[src/shared/icbou_defines.svh]
// named constants for the invert, compare and bit-operation unit
// assumes inclusion by bare name from design files
`ifndef ICBOU_DEFINES_SVH
`define ICBOU_DEFINES_SVH
// data width of working register, memory byte and port
`define ICBOU_DW        8
// flag register positions
`define ICBOU_FLG_NULL  0
`define ICBOU_FLG_BORR  1
`define ICBOU_FLG_HALF  2
`define ICBOU_FLG_WRAP  3
// flag register width
`define ICBOU_FW        4
// reset values
`define ICBOU_RST_BYTE  8'h00
`define ICBOU_RST_FLAG  4'h0
`endif

[src/shared/icbou_pkg.sv]
// types of the invert, compare and bit-operation unit
// assumes no other package
package icbou_pkg;
  // operation select, one-hot codes
  typedef enum logic [9:0] {
    ICBOU_OP_NONE      = 10'h001,
    ICBOU_OP_NOT_WREG  = 10'h002,
    ICBOU_OP_NOT_MEM   = 10'h004,
    ICBOU_OP_NEG_WREG  = 10'h008,
    ICBOU_OP_NEG_MEM   = 10'h010,
    ICBOU_OP_CMP_WM    = 10'h020,
    ICBOU_OP_CMP_MW    = 10'h040,
    ICBOU_OP_PORT_CLR  = 10'h080,
    ICBOU_OP_PORT_SET  = 10'h100,
    ICBOU_OP_PORT_XCH  = 10'h200
  } icbou_op_t;
  // bit-clear and bit-force-high on memory reuse the port codes with i_mem_sel
endpackage

[src/shared/icbou_sub_if.sv]
// carrier between the top and the subtract/flag helper
// assumes both ends run on the same clock
interface icbou_sub_if;
  logic [7:0] minuend;     // left operand
  logic [7:0] subtrahend;  // right operand
  logic       null_f;      // difference is zero
  logic       borr_f;      // minuend below subtrahend
  logic       half_f;      // borrow out of low nibble
  logic       wrap_f;      // signed overflow
  modport req (output minuend, output subtrahend,
               input null_f, input borr_f, input half_f, input wrap_f);
  modport rsp (input minuend, input subtrahend,
               output null_f, output borr_f, output half_f, output wrap_f);
endinterface

[src/hw/icbou_top.sv]
// execution datapath: invert, negate, subtract-test and single-bit ops
// assumes decoder drives one op per cycle with i_valid on the core clock
`include "icbou_defines.svh"
module icbou_top #(
  parameter int DW = `ICBOU_DW
) (
  input  wire logic             i_clk,
  input  wire logic             i_sys_rst,
  input  wire logic             i_valid,
  input  wire icbou_pkg::icbou_op_t i_op,
  input  wire logic             i_mem_sel,
  input  wire logic [2:0]       i_bit_idx,
  input  wire logic [DW-1:0]    i_mem_rdata,
  input  wire logic [DW-1:0]    i_port_dir,
  input  wire logic [DW-1:0]    i_port_one_pins,
  input  wire logic             i_flag_wr,
  input  wire logic [`ICBOU_FW-1:0] i_flag_wdata,
  input  wire logic             i_wreg_wr,
  input  wire logic [DW-1:0]    i_wreg_wdata,
  output logic      [DW-1:0]    o_working_reg,
  output logic      [DW-1:0]    o_port_data,
  output logic      [`ICBOU_FW-1:0] o_flags,
  output logic      [DW-1:0]    o_mem_wdata,
  output logic                  o_mem_we
);
  // ************************************************************
  // elaboration checks
  // ************************************************************
  if (DW != 8) begin : g_bad_dw
    $error("icbou_top supports only an 8-bit datapath");
  end

  // ************************************************************
  // state registers
  // ************************************************************
  logic [DW-1:0]        wreg_q,  wreg_d;   // working register
  logic [DW-1:0]        port_q,  port_d;   // port data latch
  logic [`ICBOU_FW-1:0] flag_q,  flag_d;   // flag register
  logic [DW-1:0]        mwd_q,   mwd_d;    // memory write data
  logic                 mwe_q,   mwe_d;    // memory write strobe

  // ************************************************************
  // decode
  // ************************************************************
  wire go_w       = i_valid;
  wire op_not_w   = go_w && (i_op == icbou_pkg::ICBOU_OP_NOT_WREG);
  wire op_not_m   = go_w && (i_op == icbou_pkg::ICBOU_OP_NOT_MEM);
  wire op_neg_w   = go_w && (i_op == icbou_pkg::ICBOU_OP_NEG_WREG);
  wire op_neg_m   = go_w && (i_op == icbou_pkg::ICBOU_OP_NEG_MEM);
  wire op_cmp_wm  = go_w && (i_op == icbou_pkg::ICBOU_OP_CMP_WM);
  wire op_cmp_mw  = go_w && (i_op == icbou_pkg::ICBOU_OP_CMP_MW);
  wire op_clr     = go_w && (i_op == icbou_pkg::ICBOU_OP_PORT_CLR);
  wire op_set     = go_w && (i_op == icbou_pkg::ICBOU_OP_PORT_SET);
  wire op_xch     = go_w && (i_op == icbou_pkg::ICBOU_OP_PORT_XCH) && !i_mem_sel;
  // bit-clear / bit-force-high land on port or memory
  wire bit_clear_op_port      = op_clr && !i_mem_sel;
  wire bit_force_high_op_port = op_set && !i_mem_sel;
  wire bit_clear_op_mem       = op_clr && i_mem_sel;
  wire bit_force_high_op_mem  = op_set && i_mem_sel;

  // ************************************************************
  // bit mask and subtract helper
  // ************************************************************
  logic [DW-1:0] mask_w;  // one-hot select of bit n
  icbou_bitsel #(.W(DW)) u_bitsel (
    .i_idx  (i_bit_idx),
    .o_mask (mask_w)
  );

  icbou_sub_if sub_if ();
  assign sub_if.minuend    = op_cmp_mw ? i_mem_rdata : wreg_q;
  assign sub_if.subtrahend = op_cmp_mw ? wreg_q : i_mem_rdata;
  icbou_sub u_sub (
    .s (sub_if)
  );

  // ************************************************************
  // result selection
  // ************************************************************
  // ones complement
  wire [DW-1:0] inv_w_w = ~wreg_q;
  wire [DW-1:0] inv_m_w = ~i_mem_rdata;
  wire [DW-1:0] neg_w_w = DW'(inv_w_w + 8'h01);
  wire [DW-1:0] neg_m_w = DW'(inv_m_w + 8'h01);
  wire [DW-1:0] unary_w = op_not_w ? inv_w_w : op_not_m ? inv_m_w :
                          op_neg_w ? neg_w_w : neg_m_w;
  wire unary_op_w = op_not_w | op_not_m | op_neg_w | op_neg_m;
  wire [DW-1:0] mem_bit_w = bit_clear_op_mem ? (i_mem_rdata & ~mask_w)
                                             : (i_mem_rdata | mask_w);
  // selected direction bit, one means output
  wire sel_out_w  = |(i_port_dir & mask_w);
  wire sel_pin_w  = |(i_port_one_pins & mask_w);
  wire old_borr_w = flag_q[`ICBOU_FLG_BORR];

  // ************************************************************
  // next-state logic
  // ************************************************************
  // compute next values for all registers
  always_comb begin
    wreg_d = wreg_q;
    port_d = port_q;
    flag_d = flag_q;
    mwd_d  = mwd_q;
    mwe_d  = 1'b0;
    // software flag write, lowest priority
    if (i_flag_wr) begin
      flag_d = i_flag_wdata;
    end
    if (i_wreg_wr) begin
      wreg_d = i_wreg_wdata;
    end
    if (op_not_w || op_neg_w) begin
      wreg_d = unary_w;
    end
    if (op_not_m || op_neg_m) begin
      mwd_d = unary_w;
      mwe_d = 1'b1;
    end
    // only null flag changes on unary ops
    if (unary_op_w) begin
      flag_d[`ICBOU_FLG_NULL] = (unary_w == `ICBOU_RST_BYTE);
    end
    if (op_cmp_wm || op_cmp_mw) begin
      flag_d[`ICBOU_FLG_NULL] = sub_if.null_f;
      flag_d[`ICBOU_FLG_BORR] = sub_if.borr_f;
      flag_d[`ICBOU_FLG_HALF] = sub_if.half_f;
      flag_d[`ICBOU_FLG_WRAP] = sub_if.wrap_f;
    end
    if (bit_clear_op_port) begin
      port_d = port_q & ~mask_w;
    end
    if (bit_force_high_op_port) begin
      port_d = port_q | mask_w;
    end
    if (bit_clear_op_mem || bit_force_high_op_mem) begin
      mwd_d = mem_bit_w;
      mwe_d = 1'b1;
    end
    if (op_xch) begin
      if (sel_out_w) begin
        port_d = old_borr_w ? (port_q | mask_w) : (port_q & ~mask_w);
        flag_d[`ICBOU_FLG_BORR] = |(port_q & mask_w);
      end else begin
        flag_d[`ICBOU_FLG_BORR] = sel_pin_w;
      end
    end
  end

  // ************************************************************
  // registers
  // ************************************************************
  // borrow held at flag bit one
  always_ff @(posedge i_clk or posedge i_sys_rst) begin
    if (i_sys_rst) begin
      wreg_q <= `ICBOU_RST_BYTE;
      port_q <= `ICBOU_RST_BYTE;
      flag_q <= `ICBOU_RST_FLAG;
      mwd_q  <= `ICBOU_RST_BYTE;
      mwe_q  <= 1'b0;
    end else begin
      wreg_q <= wreg_d;
      port_q <= port_d;
      flag_q <= flag_d;
      mwd_q  <= mwd_d;
      mwe_q  <= mwe_d;
    end
  end

  assign o_working_reg = wreg_q;
  assign o_port_data   = port_q;
  assign o_flags       = flag_q;
  assign o_mem_wdata   = mwd_q;
  assign o_mem_we      = mwe_q;

  // ************************************************************
  // assertion helpers
  // ************************************************************
  // any operation that writes the memory byte back
  wire       mem_op_w    = op_not_m | op_neg_m | bit_clear_op_mem | bit_force_high_op_mem;
  // compare in either operand order
  wire       cmp_op_w    = op_cmp_wm | op_cmp_mw;
  // exchange presented with a memory operand, which is refused
  wire       xch_mem_w   = go_w && (i_op == icbou_pkg::ICBOU_OP_PORT_XCH) && i_mem_sel;
  // flags above the null flag, kept by unary ops
  wire [2:0] upper_f_w   = flag_q[`ICBOU_FLG_WRAP:`ICBOU_FLG_BORR];
  // flags other than borrow, kept by the exchange
  wire [2:0] no_borr_f_w = {flag_q[`ICBOU_FLG_WRAP:`ICBOU_FLG_HALF], flag_q[`ICBOU_FLG_NULL]};

  // ************************************************************
  // assertions
  // ************************************************************
  a_not_wreg_value: assert property (@(posedge i_clk) disable iff (i_sys_rst)
    op_not_w && !i_wreg_wr && !i_flag_wr |=> (wreg_q == ~$past(wreg_q))
      && (flag_q[3:1] == $past(flag_q[3:1])))
    else $error("invert of working register wrong");
  a_not_mem_value: assert property (@(posedge i_clk) disable iff (i_sys_rst)
    op_not_m && !i_flag_wr |=> o_mem_we && (o_mem_wdata == ~$past(i_mem_rdata))
      && (flag_q[3:1] == $past(flag_q[3:1])))
    else $error("invert of memory wrong");
  a_neg_wreg_value: assert property (@(posedge i_clk) disable iff (i_sys_rst)
    op_neg_w && !i_wreg_wr |=> (DW'(wreg_q + $past(wreg_q)) == 8'h00)
      && (flag_q[`ICBOU_FLG_NULL] == (wreg_q == 8'h00)))
    else $error("negate of working register wrong");
  a_neg_mem_value: assert property (@(posedge i_clk) disable iff (i_sys_rst)
    op_neg_m && !i_flag_wr |=> (DW'(o_mem_wdata + $past(i_mem_rdata)) == 8'h00)
      && (flag_q[3:1] == $past(flag_q[3:1])))
    else $error("negate of memory wrong");
  a_cmp_no_store: assert property (@(posedge i_clk) disable iff (i_sys_rst)
    (op_cmp_wm || op_cmp_mw) && !i_wreg_wr |=> !o_mem_we && $stable(wreg_q))
    else $error("compare stored a result");
  a_cmp_equal_null: assert property (@(posedge i_clk) disable iff (i_sys_rst)
    (op_cmp_wm || op_cmp_mw) && (wreg_q == i_mem_rdata)
      |=> flag_q[`ICBOU_FLG_NULL] && !flag_q[`ICBOU_FLG_BORR])
    else $error("equal compare did not set null flag");
  a_cmp_borrow: assert property (@(posedge i_clk) disable iff (i_sys_rst)
    op_cmp_mw |=> flag_q[`ICBOU_FLG_BORR] == ($past(i_mem_rdata) < $past(wreg_q)))
    else $error("compare borrow flag wrong");
  a_port_clear: assert property (@(posedge i_clk) disable iff (i_sys_rst)
    bit_clear_op_port |=> ((o_port_data & $past(mask_w)) == 8'h00)
      && ((o_port_data | $past(mask_w)) == ($past(port_q) | $past(mask_w))))
    else $error("port bit clear wrong");
  a_port_set: assert property (@(posedge i_clk) disable iff (i_sys_rst)
    bit_force_high_op_port && !i_flag_wr |=> ((o_port_data & $past(mask_w)) != 8'h00)
      && $stable(flag_q))
    else $error("port bit set wrong");
  a_xch_output: assert property (@(posedge i_clk) disable iff (i_sys_rst)
    op_xch && sel_out_w |=> (|(o_port_data & $past(mask_w))) == $past(old_borr_w))
    else $error("exchange did not drive old borrow");
  a_xch_input: assert property (@(posedge i_clk) disable iff (i_sys_rst)
    op_xch && !sel_out_w |=> flag_q[`ICBOU_FLG_BORR] == $past(sel_pin_w)
      && $stable(o_port_data))
    else $error("exchange did not load pin level");
  a_mem_bit_set: assert property (@(posedge i_clk) disable iff (i_sys_rst)
    bit_force_high_op_mem |=> o_mem_we && (o_mem_wdata == ($past(i_mem_rdata) | $past(mask_w))))
    else $error("memory bit set wrong");

  // ************************************************************
  // unary and compare checks
  // ************************************************************
  // null flag of negated byte
  a_neg_mem_null: assert property (@(posedge i_clk) disable iff (i_sys_rst)
    op_neg_m |=> flag_q[`ICBOU_FLG_NULL] == (o_mem_wdata == 8'h00))
    else $error("negate of memory null flag wrong");
  a_neg_wreg_flags: assert property (@(posedge i_clk) disable iff (i_sys_rst)
    op_neg_w && !i_flag_wr |=> upper_f_w == $past(upper_f_w))
    else $error("negate of working register touched flags");
  // half borrow of working minus memory
  a_cmp_half: assert property (@(posedge i_clk) disable iff (i_sys_rst)
    op_cmp_wm |=> flag_q[`ICBOU_FLG_HALF] == ($past(wreg_q[3:0]) < $past(i_mem_rdata[3:0])))
    else $error("compare half borrow flag wrong");
  a_cmp_wm_borrow: assert property (@(posedge i_clk) disable iff (i_sys_rst)
    op_cmp_wm |=> flag_q[`ICBOU_FLG_BORR] == ($past(wreg_q) < $past(i_mem_rdata)))
    else $error("working minus memory borrow wrong");
  // null flag of memory minus working
  a_cmp_mw_null: assert property (@(posedge i_clk) disable iff (i_sys_rst)
    op_cmp_mw |=> flag_q[`ICBOU_FLG_NULL] == ($past(i_mem_rdata) == $past(wreg_q)))
    else $error("memory minus working null flag wrong");
  a_cmp_no_port: assert property (@(posedge i_clk) disable iff (i_sys_rst)
    cmp_op_w |=> $stable(o_port_data))
    else $error("compare changed the port latch");

  // ************************************************************
  // bit operation checks
  // ************************************************************
  // port clear keeps flags
  a_port_clr_flags: assert property (@(posedge i_clk) disable iff (i_sys_rst)
    bit_clear_op_port && !i_flag_wr |=> $stable(flag_q))
    else $error("port bit clear touched flags");
  a_mem_bit_clear: assert property (@(posedge i_clk) disable iff (i_sys_rst)
    bit_clear_op_mem |=> o_mem_we && (o_mem_wdata == ($past(i_mem_rdata) & ~$past(mask_w))))
    else $error("memory bit clear wrong");
  // memory bit ops keep flags and port
  a_mem_bit_flags: assert property (@(posedge i_clk) disable iff (i_sys_rst)
    (bit_clear_op_mem || bit_force_high_op_mem) && !i_flag_wr |=> $stable(flag_q)
      && $stable(o_port_data))
    else $error("memory bit op touched flags or port");
  // write strobe only after a memory op
  a_mem_we_cause: assert property (@(posedge i_clk) disable iff (i_sys_rst)
    o_mem_we |-> $past(mem_op_w))
    else $error("memory write without a memory op");
  // bit select is one-hot at index n
  a_mask_onehot: assert property (@(posedge i_clk) disable iff (i_sys_rst)
    $onehot(mask_w) && mask_w[i_bit_idx])
    else $error("bit select mask wrong");
  // software write reaches borrow at bit one
  a_flag_write: assert property (@(posedge i_clk) disable iff (i_sys_rst)
    i_flag_wr && !go_w |=> flag_q[`ICBOU_FLG_BORR] == $past(i_flag_wdata[1]))
    else $error("flag write missed the borrow bit");

  // ************************************************************
  // exchange checks
  // ************************************************************
  // exchange hands old latch bit to borrow
  a_xch_borrow: assert property (@(posedge i_clk) disable iff (i_sys_rst)
    op_xch && sel_out_w |=> flag_q[`ICBOU_FLG_BORR] == $past(|(port_q & mask_w)))
    else $error("exchange did not load old port bit");
  a_xch_flags: assert property (@(posedge i_clk) disable iff (i_sys_rst)
    op_xch && !i_flag_wr |=> no_borr_f_w == $past(no_borr_f_w))
    else $error("exchange touched flags other than borrow");
  // exchange on a memory operand is refused
  a_xch_refused: assert property (@(posedge i_clk) disable iff (i_sys_rst)
    xch_mem_w && !i_flag_wr |=> $stable(flag_q) && $stable(o_port_data) && !o_mem_we)
    else $error("refused exchange changed state");
  // direction bit one drives old borrow out
  a_dir_output: assert property (@(posedge i_clk) disable iff (i_sys_rst)
    op_xch && i_port_dir[i_bit_idx] |=> o_port_data[$past(i_bit_idx)] == $past(old_borr_w))
    else $error("output direction did not take borrow");
endmodule

[src/hw/icbou_sub.sv]
// subtract-test flag generator, purely combinational
// assumes operands stable for the evaluating cycle
module icbou_sub (
  icbou_sub_if.rsp s
);
  // nine-bit difference for borrow out
  wire [8:0] diff_w = {1'b0, s.minuend} - {1'b0, s.subtrahend};
  // five-bit low-nibble difference for half borrow
  wire [4:0] lo_w   = {1'b0, s.minuend[3:0]} - {1'b0, s.subtrahend[3:0]};
  assign s.null_f = (diff_w[7:0] == 8'h00);
  assign s.borr_f = diff_w[8];
  assign s.half_f = lo_w[4];
  // signs differ and result sign differs from minuend
  assign s.wrap_f = (s.minuend[7] ^ s.subtrahend[7]) & (s.minuend[7] ^ diff_w[7]);
endmodule

[src/hw/icbou_bitsel.sv]
// one-hot bit mask decoder for single-bit operations
// assumes a 3-bit index
module icbou_bitsel #(
  parameter int W = 8
) (
  input  wire logic [2:0]   i_idx,
  output wire logic [W-1:0] o_mask
);
  // a 3-bit index reaches at most eight positions
  if (W < 1 || W > 8) begin : g_bad_w
    $error("icbou_bitsel width must lie between 1 and 8");
  end
  // one generate entry per bit position
  for (genvar g = 0; g < W; g++) begin : g_bit
    assign o_mask[g] = (i_idx == 3'(g));
  end
endmodule

[config.mk]
export PLATFORM = sky130hd
export DESIGN_NAME = icbou_top
export DESIGN_NICKNAME = d
export VERILOG_FILES = /design/src/shared/icbou_pkg.sv /design/src/shared/icbou_sub_if.sv /design/src/hw/icbou_top.sv /design/src/hw/icbou_sub.sv /design/src/hw/icbou_bitsel.sv
export VERILOG_INCLUDE_DIRS = /design/src /design/src/shared
export SDC_FILE = /design/constraint.sdc
export NUM_CORES = 1
export LEC_CHECK = 0
export BUFFER_PORTS_ARGS = -buffer_cell sky130_fd_sc_hd__buf_2
export CAP_MARGIN = 30
export CORE_AREA = 2 2 79 81
export CTS_BUF_LIST = sky130_fd_sc_hd__clkbuf_4
export DETAILED_ROUTE_END_ITERATION = 12
export DIE_AREA = 0 0 81 83
export PLACE_DENSITY = 0.82
export SETUP_SLACK_MARGIN = 0.2
export SLEW_MARGIN = 20
export SYNTH_ARGS = -nofsm -noshare
export SYNTH_HDL_FRONTEND = slang
export SYNTH_SLANG_ARGS = --single-unit
[constraint.sdc]
create_clock -name i_clk -period 3.25 [get_ports i_clk]
set_input_delay 0.1625 -clock i_clk [delete_from_list [all_inputs] [get_ports i_clk]]
set_output_delay 0.1625 -clock i_clk [all_outputs]
set_load 0.01 [all_outputs]
# --- After elaboration in Yosys (flattened, before gate mapping) ---
# Cells that the tools add are included.
op_classes:
  add_sub_neg: 4
  n_eq_ne: 16
  n_mux: 22
  bitwise: 16
  reduce_logical: 30
ops:
  columns: ["operator", "n"]
  rows:
  - ["$mux 8", 15]
  - ["$and 8x8->8", 5]
  - ["$not 8->8", 3]
  - ["$reduce_or 8->1", 3]
  - ["$add 8x1->8 const B", 2]
  - ["$logic_not 8->1", 2]
  - ["$or 8x8->8", 2]
  - ["$logic_and 1x1->1", 14]
  - ["$eq 3x3->1 const B", 4]
  - ["$eq 10x10->1 const B", 1]
  - ["$eq 10x2->1 const B", 1]
  - ["$eq 10x3->1 const B", 1]
  - ["$eq 10x4->1 const B", 1]
  - ["$eq 10x5->1 const B", 1]
  - ["$eq 10x6->1 const B", 1]
  - ["$eq 10x7->1 const B", 1]
  - ["$eq 10x8->1 const B", 1]
  - ["$eq 10x9->1 const B", 1]
  - ["$sub 8x8->9", 1]
  - ["$mux 4", 2]
  - ["$eq 3x2->1 const B", 2]
  - ["$reduce_bool 2->1", 3]
  - ["$reduce_bool 3->1", 2]
  - ["$mux 1", 5]
  - ["8 further kinds", 14]
word_totals:
  reg_bits: 29
  input_bits: 55
  out_inout_bits: 29
  elab_cells: 95

# --- Longest topological paths before layout ---
# Gate-level depths: netlist of run 1.
depth:
  ltp_word: 9
  mapped_depth: 15
  mapped_depth_nobuf: 13

# --- Modules after synthesis ---
# Synthesis of run 1 repeated with hierarchy kept, for this count alone.
unflattened:
  hier_cells: 359
  area_unflattened_um2: 2894.0
modules_own_cells:
  columns: ["mod", "instances", "cells_each", "area_each_um2", "seq_area_each_um2"]
  rows:
  - ["icbou_top", 1, 298, 2437.3, 725.7]
  - ["icbou_sub", 1, 53, 391.6, 0.0]
  - ["icbou_bitsel", 1, 8, 65.1, 0.0]

# --- Worst setup path before layout of run 1 ---
# Ideal clock, no wire load.
synth_timing:
  path_type: "input port to flip-flop"
  startpoint: "in i_op[5]"
  endpoint: "reg flag_q[0] (netlist: o_flags[0])"
  setup_ns: 0.092
  t_arrival_ns: 3.098
  required_ns: 3.158
  slack_ns: 0.060
  cell_stages: 14
  n_path_buf: 2
  cell_sequence: "nor4_4 -> and4_1 -> buf_6 -> buf_8 -> mux2i_1 -> ha_1 -> or3b_1 -> or3_1 -> or2_0 -> a2111oi_2 -> a211o_2 -> o2111a_1 -> a21oi_1 -> o31ai_2"
synth_via:
  elab_chain_cells: 8
  elab_cells_between_ends: 27
  classes_between: "1 x add/sub; 6 x eq/ne; 7 x mux; 3 x bitwise; 10 x reduce/logical"
synth_lines:
  columns: ["item", "line", "rtl"]
  rows:
  - ["from (decl)", "icbou_top.sv:10", "input wire icbou_pkg::icbou_op_t i_op,"]
  - ["branches (longest 8 deep; another with $sub 8x8->9)", null, null]
  - ["to (signal assigned)", "icbou_top.sv:157", "flag_q <= `ICBOU_RST_FLAG;"]
  - ["to (signal assigned)", "icbou_top.sv:163", "flag_q <= flag_d;"]
  - ["to (decl)", "icbou_top.sv:38", "logic [`ICBOU_FW-1:0] flag_q, flag_d;"]
# Parallel ways; which one is timed is not known.
# A chain may end at the register's enable or synchronous reset.

# --- Worst setup path after layout of run 1 ---
layout_timing:
  startpoint: "in i_op[1]"
  endpoint: "reg flag_q[0] (netlist: o_flags[0])"
# Same word-level chain as after synthesis.

==> metrics, run 1 <==
Pwr Total=1.08 mW; Ports=84; predominant post-synthesis flop cell=dfrtp_1; P per Cell Area=290 nW/um2; Sequential cell area=726 um2; initial antenna violation count=0; area leader, netlist=dfrtp_1; mux cell area share after synthesis=8.09%; Comb power frac=34.1%; global-route wire length before repair=16000 um; met2 Use GR=47.2%; final hold vios=0; worst rel slew slack=59.0%; sequential fraction of the synthesis area=22.7%; Tcrit/Tclk final=89.1%; hold_sp=i_wreg_wdata[7]; fmax=345 MHz; core box area=5820 um2; GRT Max-Usage Layer=met2; M3 GR Usage=4.02%; syn avg cell area=7.73 um2; layout net count=549; FFs w/ async S/R, synth=100%; Synth Instances=414; measured slew at the worst slew-check pin=0.614 ns; GR Layer Usage met1=41.7%; Area contributors post-synth=dfrtp_1, a21oi_1, nor2_1; Seq cells post-synth=29; total track usage=29.7%; worst path cell trace=buf_2 > nor4_4 > and4_4 > mux2i_1 > ha_2 > or3b_1 > or3_1 > or2_0 > a2111oi_2 > a211o_2 > o2111a_1 > a21oi_1 > o31ai_2; Synth Area in XOR/XNOR=2.46%; clk_lat worst skew=0.32 ns; vias in the first global route=3316; Starting Density=55.0%; Final Max Slew Viols=0; Remaining DRCs=0; Antenna Cells=0; CTS sink count=29; Leak Pwr=1.67 nW; total grt overflow=0; Die Span Y=83 um; internal power=708 uW; Via Count=3657; sw power=376 uW; fraction of final layout cells sized beyond drive strength 1=26.6%; Synth Area in Compound Gates=26.8%; worst hold-check path type=input pin to register; status=complete, no violations; clock buffer depth=2; Worst Setup SP=i_op[1]; H-tree levels=2; largest family of logic cells by synthesized area=simple AND/OR/NAND/NOR gates; wire per inst=17.6 um; Worst path max stage delay=0.39 ns; Area Overhead vs Synth=16.9%; part of the power in registers=38.9%; First-pass DRT Iterations=5; fin crit period=2.90 ns; DP Area=3640 um2; HPWL Detailed=7870 um; multi-input logic area=2260 um2; syn nets=471; Max Cap Viol=0; Switching Share=34.7%; WP data arrival=3.13 ns; DIE WIDTH=81 um; Syn Std Cell Area=3200 um2; Worst setup EP type=register; Simple-Gate Fraction of Synth Area=30.7%; # setup viols final=0; RePlAce Congestion=0.994; Post-Synth Adder-Cell Area=2.35%; Worst-path clk slew=0.09 ns; Max FO, Critical Path=5; die area=6720 um2; Yosys Warn Count=0; CP Class=input pin to register; unrepaired setup endpoints after global routing=false; startpoint types=input pin; Crit Reg-Reg Startpoint=o_working_reg[0]$_DFFE_PP0P_; clock root buffer=clkbuf_4; EDFF count, synth=0; drt first-iter violations=424; Max IR drop VDD=0.000220 V; data required time of the critical path=3.48 ns; post-synth top area share=22.7%; library cells used by synthesis=77; Filler cells=512; fin area=3740 um2; total CTS buffers=5; clock group share of total power=27.1%; DRT Wirelength=9980 um; Setup TNS=0 ns; port bufs=83; Rows=28; CTS tree=done; vias per std cell=6.44; pin count of the biggest net entering global routing=21; clock skew=0.00757 ns; ANT nets after route=0; critical path's slowest cell=or3b_1
## worst paths after layout
kind | cells past startpoint | end | slack (ns)
worst min register to register | 2 | register | 0.51
worst max-delay path | 13 | o_flags[0]$_DFFE_PP0P_ | 0.35
worst max register to register | 10 | o_flags[0]$_DFFE_PP0P_ | 0.42
min in group asynchronous | 3 | asynchronous set/reset pin | 0.45
max in group asynchronous | 4 | asynchronous set/reset pin | 2.30
worst min-delay path | 3 | o_working_reg[7]$_DFFE_PP0P_ | 0.13
## power by group through the flow
stage	logic [mW]	registers, mW	clock network, mW
floorplan	0.246	0.416	0
CTS	0.364	0.420	0.296
detailed placement	0.361	0.427	0
global route	0.403	0.424	0.316
finish	0.369	0.421	0.294
global placement	0.348	0.425	0
## worst max-delay path: cells and delay by family
kind,cells,cell delay (ns)
buffers and inverters,1,0.14
AO/OA/AOI/OAI,5,0.80
AND/OR/NAND/NOR,5,1.59
adder cells (fa/ha/maj),1,0.23
multiplexers,1,0.22
## cells in the final DEF (no fill, tap or decap), types with 3 or more instances in the layout
cell type and instances:
o22ai_1 4, o21ai_1 12, mux2_1 3, nor4_1 3, buf_2 83, nor2_1 41, and3_1 4, xnor2_1 8
inv_1 15, buf_4 9, mux2_2 5, o21ai_0 30, a211oi_1 11, or3_1 3, nand4_1 9, and4_1 4
and2_1 3, nor3_1 14, maj3_1 5, o21a_1 3, clkbuf_4 6, nand2_1 35, nand3_1 15, nand2b_1 5
nand3b_1 5, a21oi_1 32, dfrtp_1 29, nor2b_1 17, o211a_1 3, a31oi_1 3, o31ai_1 3, mux2i_1 11
## metal layers
layer	vias to the layer above	share of wire [%]	routed length [um]
met4	0	1.6	157
li1	1704	-	-
met5	-	0	0
met3	18	9.4	938
met1	1723	41	4050
met2	212	48	4840
## synth_stat cells (all sizes together) (3+ instances only)
master,number
a211o,3
and4,6
mux2i,12
nand4,11
o21a,3
nand3b,5
nand2,35
and3,5
o211a,4
o21ai,42
nor2b,18
o22ai,4
dfrtp,29
a21oi,32
maj3,5
nor3b,3
a22oi,3
a32oi,3
nand2b,5
o31ai,4
a31oi,3
a211oi,11
or3,3
nand3,15
nor4,5
buf,11
nor3,14
xnor2,8
nor2,42
mux2,8
inv,17
clkbuf,12
and2,4
## kinds of logic after synthesis
| group | after synthesis |
|---|---|
| AO/OA/AOI/OAI | 129 |
| multiplexers | 22 |
| buffers and inverters | 40 |
| XOR/XNOR | 9 |
| flip-flops | 29 |
| adder cells (fa/ha/maj) | 7 |
| AND/OR/NAND/NOR | 178 |
## cell type report
type                    count  area share, %
clock buffers               6           1.20
clock inverters             2          0.903
inverters                  17           1.71
multi-input cells         345           60.4
flip-flops and latches     29           19.4
well taps                  75           2.51
repair buffers             94           13.9
## through the flow
| stage | util, % | instances | hold slack [ns] | setup slack, ns |
|---|---|---|---|---|
| 2_1_floorplan | - | 414 | 0.241 | 0.101 |
| 3_5_place_dp | 62.6 | 558 | 0.257 | 0.0405 |
| 4_1_cts | 64.2 | 567 | 0.120 | 0.357 |
| 6_report | 64.3 | 568 | 0.128 | 0.353 |
| 5_1_grt | 64.3 | 568 | 0.139 | 0.195 |
| 3_3_place_gp | 62.2 | 557 | 0.437 | 0.143 |
## repair_timing
item | 4_1_cts | 5_1_grt
resized for setup | 0 | 2
hold buffers | 1 | 0
hold endpoints to repair | 14 | 0
buffers inserted | 0 | 1
endpoints found under the setup margin | 0 | 1
Power figures use the tool's default switching activity.
==> run 2, diff against run 1 <==
--- a/config.mk
+++ b/config.mk
@@ -8,12 +8,13 @@
 export LEC_CHECK = 0
 export BUFFER_PORTS_ARGS = -buffer_cell sky130_fd_sc_hd__buf_2
 export CAP_MARGIN = 30
-export CORE_AREA = 2 2 79 81
+export CORE_AREA = 2 2 77 79
 export CTS_BUF_LIST = sky130_fd_sc_hd__clkbuf_4
 export DETAILED_ROUTE_END_ITERATION = 12
-export DIE_AREA = 0 0 81 83
-export PLACE_DENSITY = 0.82
+export DIE_AREA = 0 0 79 81
+export PLACE_DENSITY = 0.86
 export SETUP_SLACK_MARGIN = 0.2
+export SKIP_LAST_GASP = 1
 export SLEW_MARGIN = 20
 export SYNTH_ARGS = -nofsm -noshare
 export SYNTH_HDL_FRONTEND = slang
==> constraint.sdc (replaced) <==
create_clock -name i_clk -period 3.4 [get_ports i_clk]
set_input_delay 0.34 -clock i_clk [delete_from_list [all_inputs] [get_ports i_clk]]
set_output_delay 0.34 -clock i_clk [all_outputs]
set_load 0.01 [all_outputs]
==> run 2 against run 1 <==
Compared with the run above: sequential share of layout area about the same; combinational power down 3%; setup slack worse by 0.020 ns; cell area up 0.17%; sequential cell count unchanged; total power down 12%; cell count up 0.18%; global-route usage up 1.9 points; clock-buffer cell count down 1; register-to-register slack better by 0.09 ns; critical path type unchanged; largest cell class unchanged; highest routed layer unchanged.
==> metrics, run 2 (same netlist as run 1, synthesis figures left out) <==
status=complete, no violations; fraction of final layout cells sized beyond drive strength 1=27.5%; Max FO, Critical Path=5; HPWL Detailed=7640 um; layout net count=552; Worst setup EP type=register; clock skew=0.00284 ns; drt first-iter violations=493; Reg2Reg Setup Slack=0.51 ns; commonest non-fill, non-tap cell in the layout=buf_2; CP Class=input pin to register; Rows=28; Area Overhead vs Synth=17.1%; DIE WIDTH=79 um; worst hold margin=0.264 ns; data required time of the critical path=3.66 ns; Die Span Y=81 um; # setup viols final=0; P per Cell Area=255 nW/um2; worst rel slew slack=56.9%; Antenna Cells=0; wire per inst=17.5 um; Starting Density=56.4%; DRT Wirelength=9930 um; Setup WS post-layout=0.333 ns; DP Worst Slack=-0.0309 ns; First-pass DRT Iterations=5; Final Max Slew Viols=0; Leak Pwr=1.68 nW; Via Count=3679; total grt overflow=0; Placed Cells=556; Worst-path clk slew=0.09 ns; total CTS buffers=5; final core occ=66.0%; die area=6400 um2; Remaining DRCs=0; R2R depth=10; core box area=5680 um2; RePlAce Congestion=0.959; Max IR drop VDD=0.000190 V; Finished Layout Cells=569; Filler cells=479; CTS tree=done; startpoint types=input pin; total track usage=31.6%; initial antenna violation count=0; Max Cap Viol=0; final hold vios=0; fin area=3750 um2; clk_lat worst skew=0.35 ns; vias in the first global route=3289; Min-Delay Path Depth=3; clock buffer depth=2; fmax=326 MHz; global-route wire length before repair=15900 um; fin crit period=3.07 ns; WP data arrival=3.33 ns; Tcrit/Tclk final=90.2%; most frequent cells in the layout=buf_2, nor2_1, nand2_1; ANT nets after route=0; pin count of the biggest net entering global routing=21; clock root buffer=clkbuf_4; measured slew at the worst slew-check pin=0.642 ns; vias per std cell=6.47; H-tree levels=2; worst hold-check path type=input pin to register; DP Area=3610 um2; CTS sink count=29; Ports=84; unrepaired setup endpoints after global routing=true; port bufs=83
run 2: path summary, 6_finish.rpt:
path / startpoint / end
max in group asynchronous: i_sys_rst / o_mem_wdata[4]$_DFFE_PP0P_
hold / removal: i_wreg_wdata[4] / o_working_reg[4]$_DFFE_PP0P_
setup / recovery: i_op[5] / o_flags[0]$_DFFE_PP0P_
setup reg to reg: o_working_reg[0]$_DFFE_PP0P_ / o_flags[0]$_DFFE_PP0P_
hold reg to reg: o_mem_wdata[1]$_DFFE_PP0P_ / o_mem_wdata[1]$_DFFE_PP0P_
min in group asynchronous: i_sys_rst / o_flags[3]$_DFFE_PP0P_
run 2: layout make-up:
type / instances / area, um2 / share of cell area, %
tap: 75 / 93.8 / 2.50
sequential: 29 / 726 / 19.4
timing repair buffer: 97 / 552 / 14.7
clock inverter: 1 / 5.00 / 0.134
inverter: 17 / 63.8 / 1.70
clock buffer: 5 / 37.5 / 1.00
multi-input combinational: 345 / 2270 / 60.6
run 2: what timing repair did:
action                                  in CTS  in global routing
endpoints found under the setup margin       0                  1
hold buffers                                 1                  0
resized for setup                            0                 13
hold endpoints to repair                    10                  0
setup buffers                                0                  6
run 2: layer usage:
layer / global-route usage, % / vias to the layer above / routed length [um]
li1: - / 1715 / -
met1: 42.8 / 1707 / 4010
met2: 50.3 / 221 / 4630
met3: 5.89 / 36 / 1040
met4: 11.7 / 0 / 256
met5: 0 / - / 0
run 2: report_power, final:
part / leakage [nW] / switching, mW / internal [mW]
clock network: 0.0269 / 0.122 / 0.0714
registers: 0.380 / 0.0375 / 0.365
logic: 1.27 / 0.204 / 0.155
run 2: critical path, stage by stage:
cell and delay (ns):
buf_12 0.10, nor4_4 0.29, and4_4 0.29, mux2i_1 0.21, ha_2 0.22, or3b_4 0.39
or3_4 0.37, or2_0 0.22, a2111oi_2 0.36, a211o_2 0.19, o2111a_1 0.21, a21oi_2 0.07
o31ai_2 0.06
run 2: through the flow:
stage | total power, mW | TNS [ns]
global placement | 0.736 | 0
floorplan | 0.633 | 0
CTS | 0.941 | 0
detailed placement | 0.750 | -0.0309
finish | 0.955 | 0
global route | 1.01 | 0
==> run 3, diff against run 2 <==
--- a/config.mk
+++ b/config.mk
@@ -8,14 +8,15 @@
 export LEC_CHECK = 0
 export BUFFER_PORTS_ARGS = -buffer_cell sky130_fd_sc_hd__buf_2
 export CAP_MARGIN = 30
-export CORE_AREA = 2 2 77 79
+export CORE_AREA = 2 2 74 76
 export CTS_BUF_LIST = sky130_fd_sc_hd__clkbuf_4
 export DETAILED_ROUTE_END_ITERATION = 12
-export DIE_AREA = 0 0 79 81
+export DIE_AREA = 0 0 76 78
 export PLACE_DENSITY = 0.86
 export SETUP_SLACK_MARGIN = 0.2
 export SKIP_LAST_GASP = 1
 export SLEW_MARGIN = 20
 export SYNTH_ARGS = -nofsm -noshare
 export SYNTH_HDL_FRONTEND = slang
+export SYNTH_HIERARCHICAL = 1
 export SYNTH_SLANG_ARGS = --single-unit
==> run 3 against run 2 <==
Compared with the run above: clock-buffer cell count is the same; sequential share of layout area decreased by 0.15 points; utilization rose by 8.9 points; critical path depth increased by 2; clock power up 48%; worst hold slack worse by 0.23 ns; synthesized cell count is 13% lower; largest power group is now combinational cells; combinational power rose by 9.5%; maximum frequency fell by 2.8%.
==> metrics, run 3 <==
status=complete, no violations; sw power=369 uW; syn avg cell area=8.06 um2; Starting Density=57.4%; CTS tree=done; multi-input logic area=2110 um2; final hold vios=0; internal power=701 uW; commonest non-fill, non-tap cell in the layout=buf_2; wire per inst=18.0 um; DP Area=3630 um2; Area Overhead vs Synth=30.5%; Synth Instances=359; Max Cap Viol=0; port bufs=83; measured slew at the worst slew-check pin=0.708 ns; total CTS buffers=5; post-synth top area share=25.1%; predominant post-synthesis flop cell=dfrtp_1; Seq cells post-synth=29; part of the power in registers=36.6%; First-pass DRT Iterations=7; Filler cells=363; Pwr Total=1.07 mW; Worst-path clk slew=0.11 ns; top-count cell post-synth=nand2_1; Antenna Cells=0; total grt overflow=0; fmax=317 MHz; Syn Std Cell Area=2890 um2; unrepaired setup endpoints after global routing=true; FF-to-FF End=o_flags[0]$_DFFE_PP0P_; startpoint types=input pin; fin area=3780 um2; clock buffer depth=2; WP data arrival=3.42 ns; # hold bufs at CTS=0; Reg2Reg Setup Slack=0.49 ns; FFs w/ async S/R, synth=100%; core box area=5040 um2; RePlAce Congestion=1.03; most frequent cells in the layout=buf_2, nand2_1, buf_4; syn nets=424; Comb power frac=36.7%; Die Span Y=78 um; DIE WIDTH=76 um; Final Max Slew Viols=0; die area=5930 um2; initial antenna violation count=0; fraction of final layout cells sized beyond drive strength 1=34.5%; Worst setup EP type=register; Yosys Warn Count=6; clock group share of total power=26.7%; library cells used by synthesis=65; layout net count=535; Via Count=3469; area leader, netlist=dfrtp_1; Rows=26; ANT nets after route=0; worst hold-check path type=input pin to asynchronous set/reset pin; vias in the first global route=3250; Leak Pwr=1.81 nW; sequential fraction of the synthesis area=25.1%; Area contributors post-synth=dfrtp_1, nand2_1, mux2i_1; EDFF count, synth=0; Crit Reg-Reg Startpoint=o_working_reg[1]$_DFFE_PP0P_; fin crit period=3.16 ns; global-route wire length before repair=15600 um; vias per std cell=6.42; clock skew=0.0185 ns; total track usage=32.4%; R2R depth=7; HPWL Detailed=7200 um; data required time of the critical path=3.67 ns; clock root buffer=clkbuf_4; # setup viols final=0; CP Class=input pin to register; P per Cell Area=283 nW/um2; H-tree levels=2; Sequential cell area=726 um2; Remaining DRCs=0; Ports=84; final core occ=74.9%; Max IR drop VDD=0.000226 V; CTS sink count=29; pin count of the biggest net entering global routing=17; drt first-iter violations=426; worst rel slew slack=52.2%; Tcrit/Tclk final=92.8%; DRT Wirelength=9720 um; top cells by count, synth=nand2_1, dfrtp_1, nor2_1; Max FO, Critical Path=6; clk_lat worst skew=0.36 ns; Switching Share=34.5%
run 3: cell count changes in the layout (fill, tap and decap cells not counted), sizes merged, moves of 7 or more:
| cell | change |
|---|---|
| nor2b | -14 |
| a22o | +10 |
| nor2 | -14 |
| nand2 | +7 |
| ha | +7 |
| buf | +24 |
| o21ai | -22 |
| a21oi | -8 |
run 3: worst max-delay path: stages:
cell and delay [ns]:
buf_6 0.10, nor4b_4 0.33, nand3_2 0.11, or4b_4 0.59
mux2_4 0.34, ha_4 0.17, fa_2 0.33, and2b_2 0.24
o221ai_2 0.11, a21oi_2 0.18, buf_4 0.13, o2111ai_2 0.12
a211oi_2 0.16, mux2i_1 0.09, o21ai_1 0.08
run 3: power by group through the flow:
stage          registers, mW  logic, mW  clock network (mW)
2_1_floorplan          0.398      0.198                   0
3_3_place_gp           0.394      0.354                   0
3_5_place_dp           0.395      0.363                   0
4_1_cts                0.388      0.366               0.287
5_1_grt                0.392      0.426               0.306
6_report               0.391      0.392               0.286
run 3: cell families after synthesis:
kind of cell / count (synthesis) / share of synthesized area (%)
simple gates: 143 / 26.5
mux: 28 / 10.2
flops: 29 / 25.1
fa+ha+maj: 10 / 4.58
compound gates: 108 / 26.5
xor+xnor: 7 / 2.12
buf+inv: 34 / 4.93
run 3: cell type report:
| type | count | area share, % |
|---|---|---|
| clock inverters | 2 | 0.927 |
| flip-flops and latches | 29 | 19.2 |
| multi-input cells | 296 | 55.9 |
| repair buffers | 120 | 18.9 |
| clock buffers | 5 | 0.994 |
| inverters | 18 | 1.79 |
| well taps | 70 | 2.32 |
run 3: what timing repair did:
action	CTS	global route
endpoints found under the setup margin	1	3
gates resized for setup	0	13
pin swaps	1	12
setup buffers	0	1
run 3: stage by stage:
stage / setup WS (ns) / hold WS [ns] / TNS, ns / cells
finish: 0.245 / 0.0312 / 0 / 540
detailed placement: -0.168 / 0.428 / -0.328 / 532
global route: 0.144 / 0.0551 / 0 / 540
floorplan: 0.00138 / 0.418 / 0 / 359
global placement: -0.0979 / 0.419 / -0.185 / 532
CTS: 0.200 / 0.0456 / 0 / 539
run 3: metal layers:
metal  share of wire [%]  global-route usage (%)
met2                  48                    54.0
met3                  11                    7.91
met4                 2.3                    12.4
met5                   0                       0
met1                  39                    40.8
run 3: how the worst max path moves through the flow:
stage	start	to	slack, ns	depth (start not counted)
finish	i_op[1]	o_flags[0]$_DFFE_PP0P_	0.24	15
global route	i_op[1]	o_flags[0]$_DFFE_PP0P_	0.14	15
CTS	i_op[0]	o_flags[0]$_DFFE_PP0P_	0.20	16
detailed placement	i_op[2]	o_flags[0]$_DFFE_PP0P_	-0.17	16
global placement	i_op[2]	o_flags[1]$_DFFE_PP0P_	-0.1	15
floorplan	i_op[2]	o_flags[1]$_DFFE_PP0P_	0.001	15
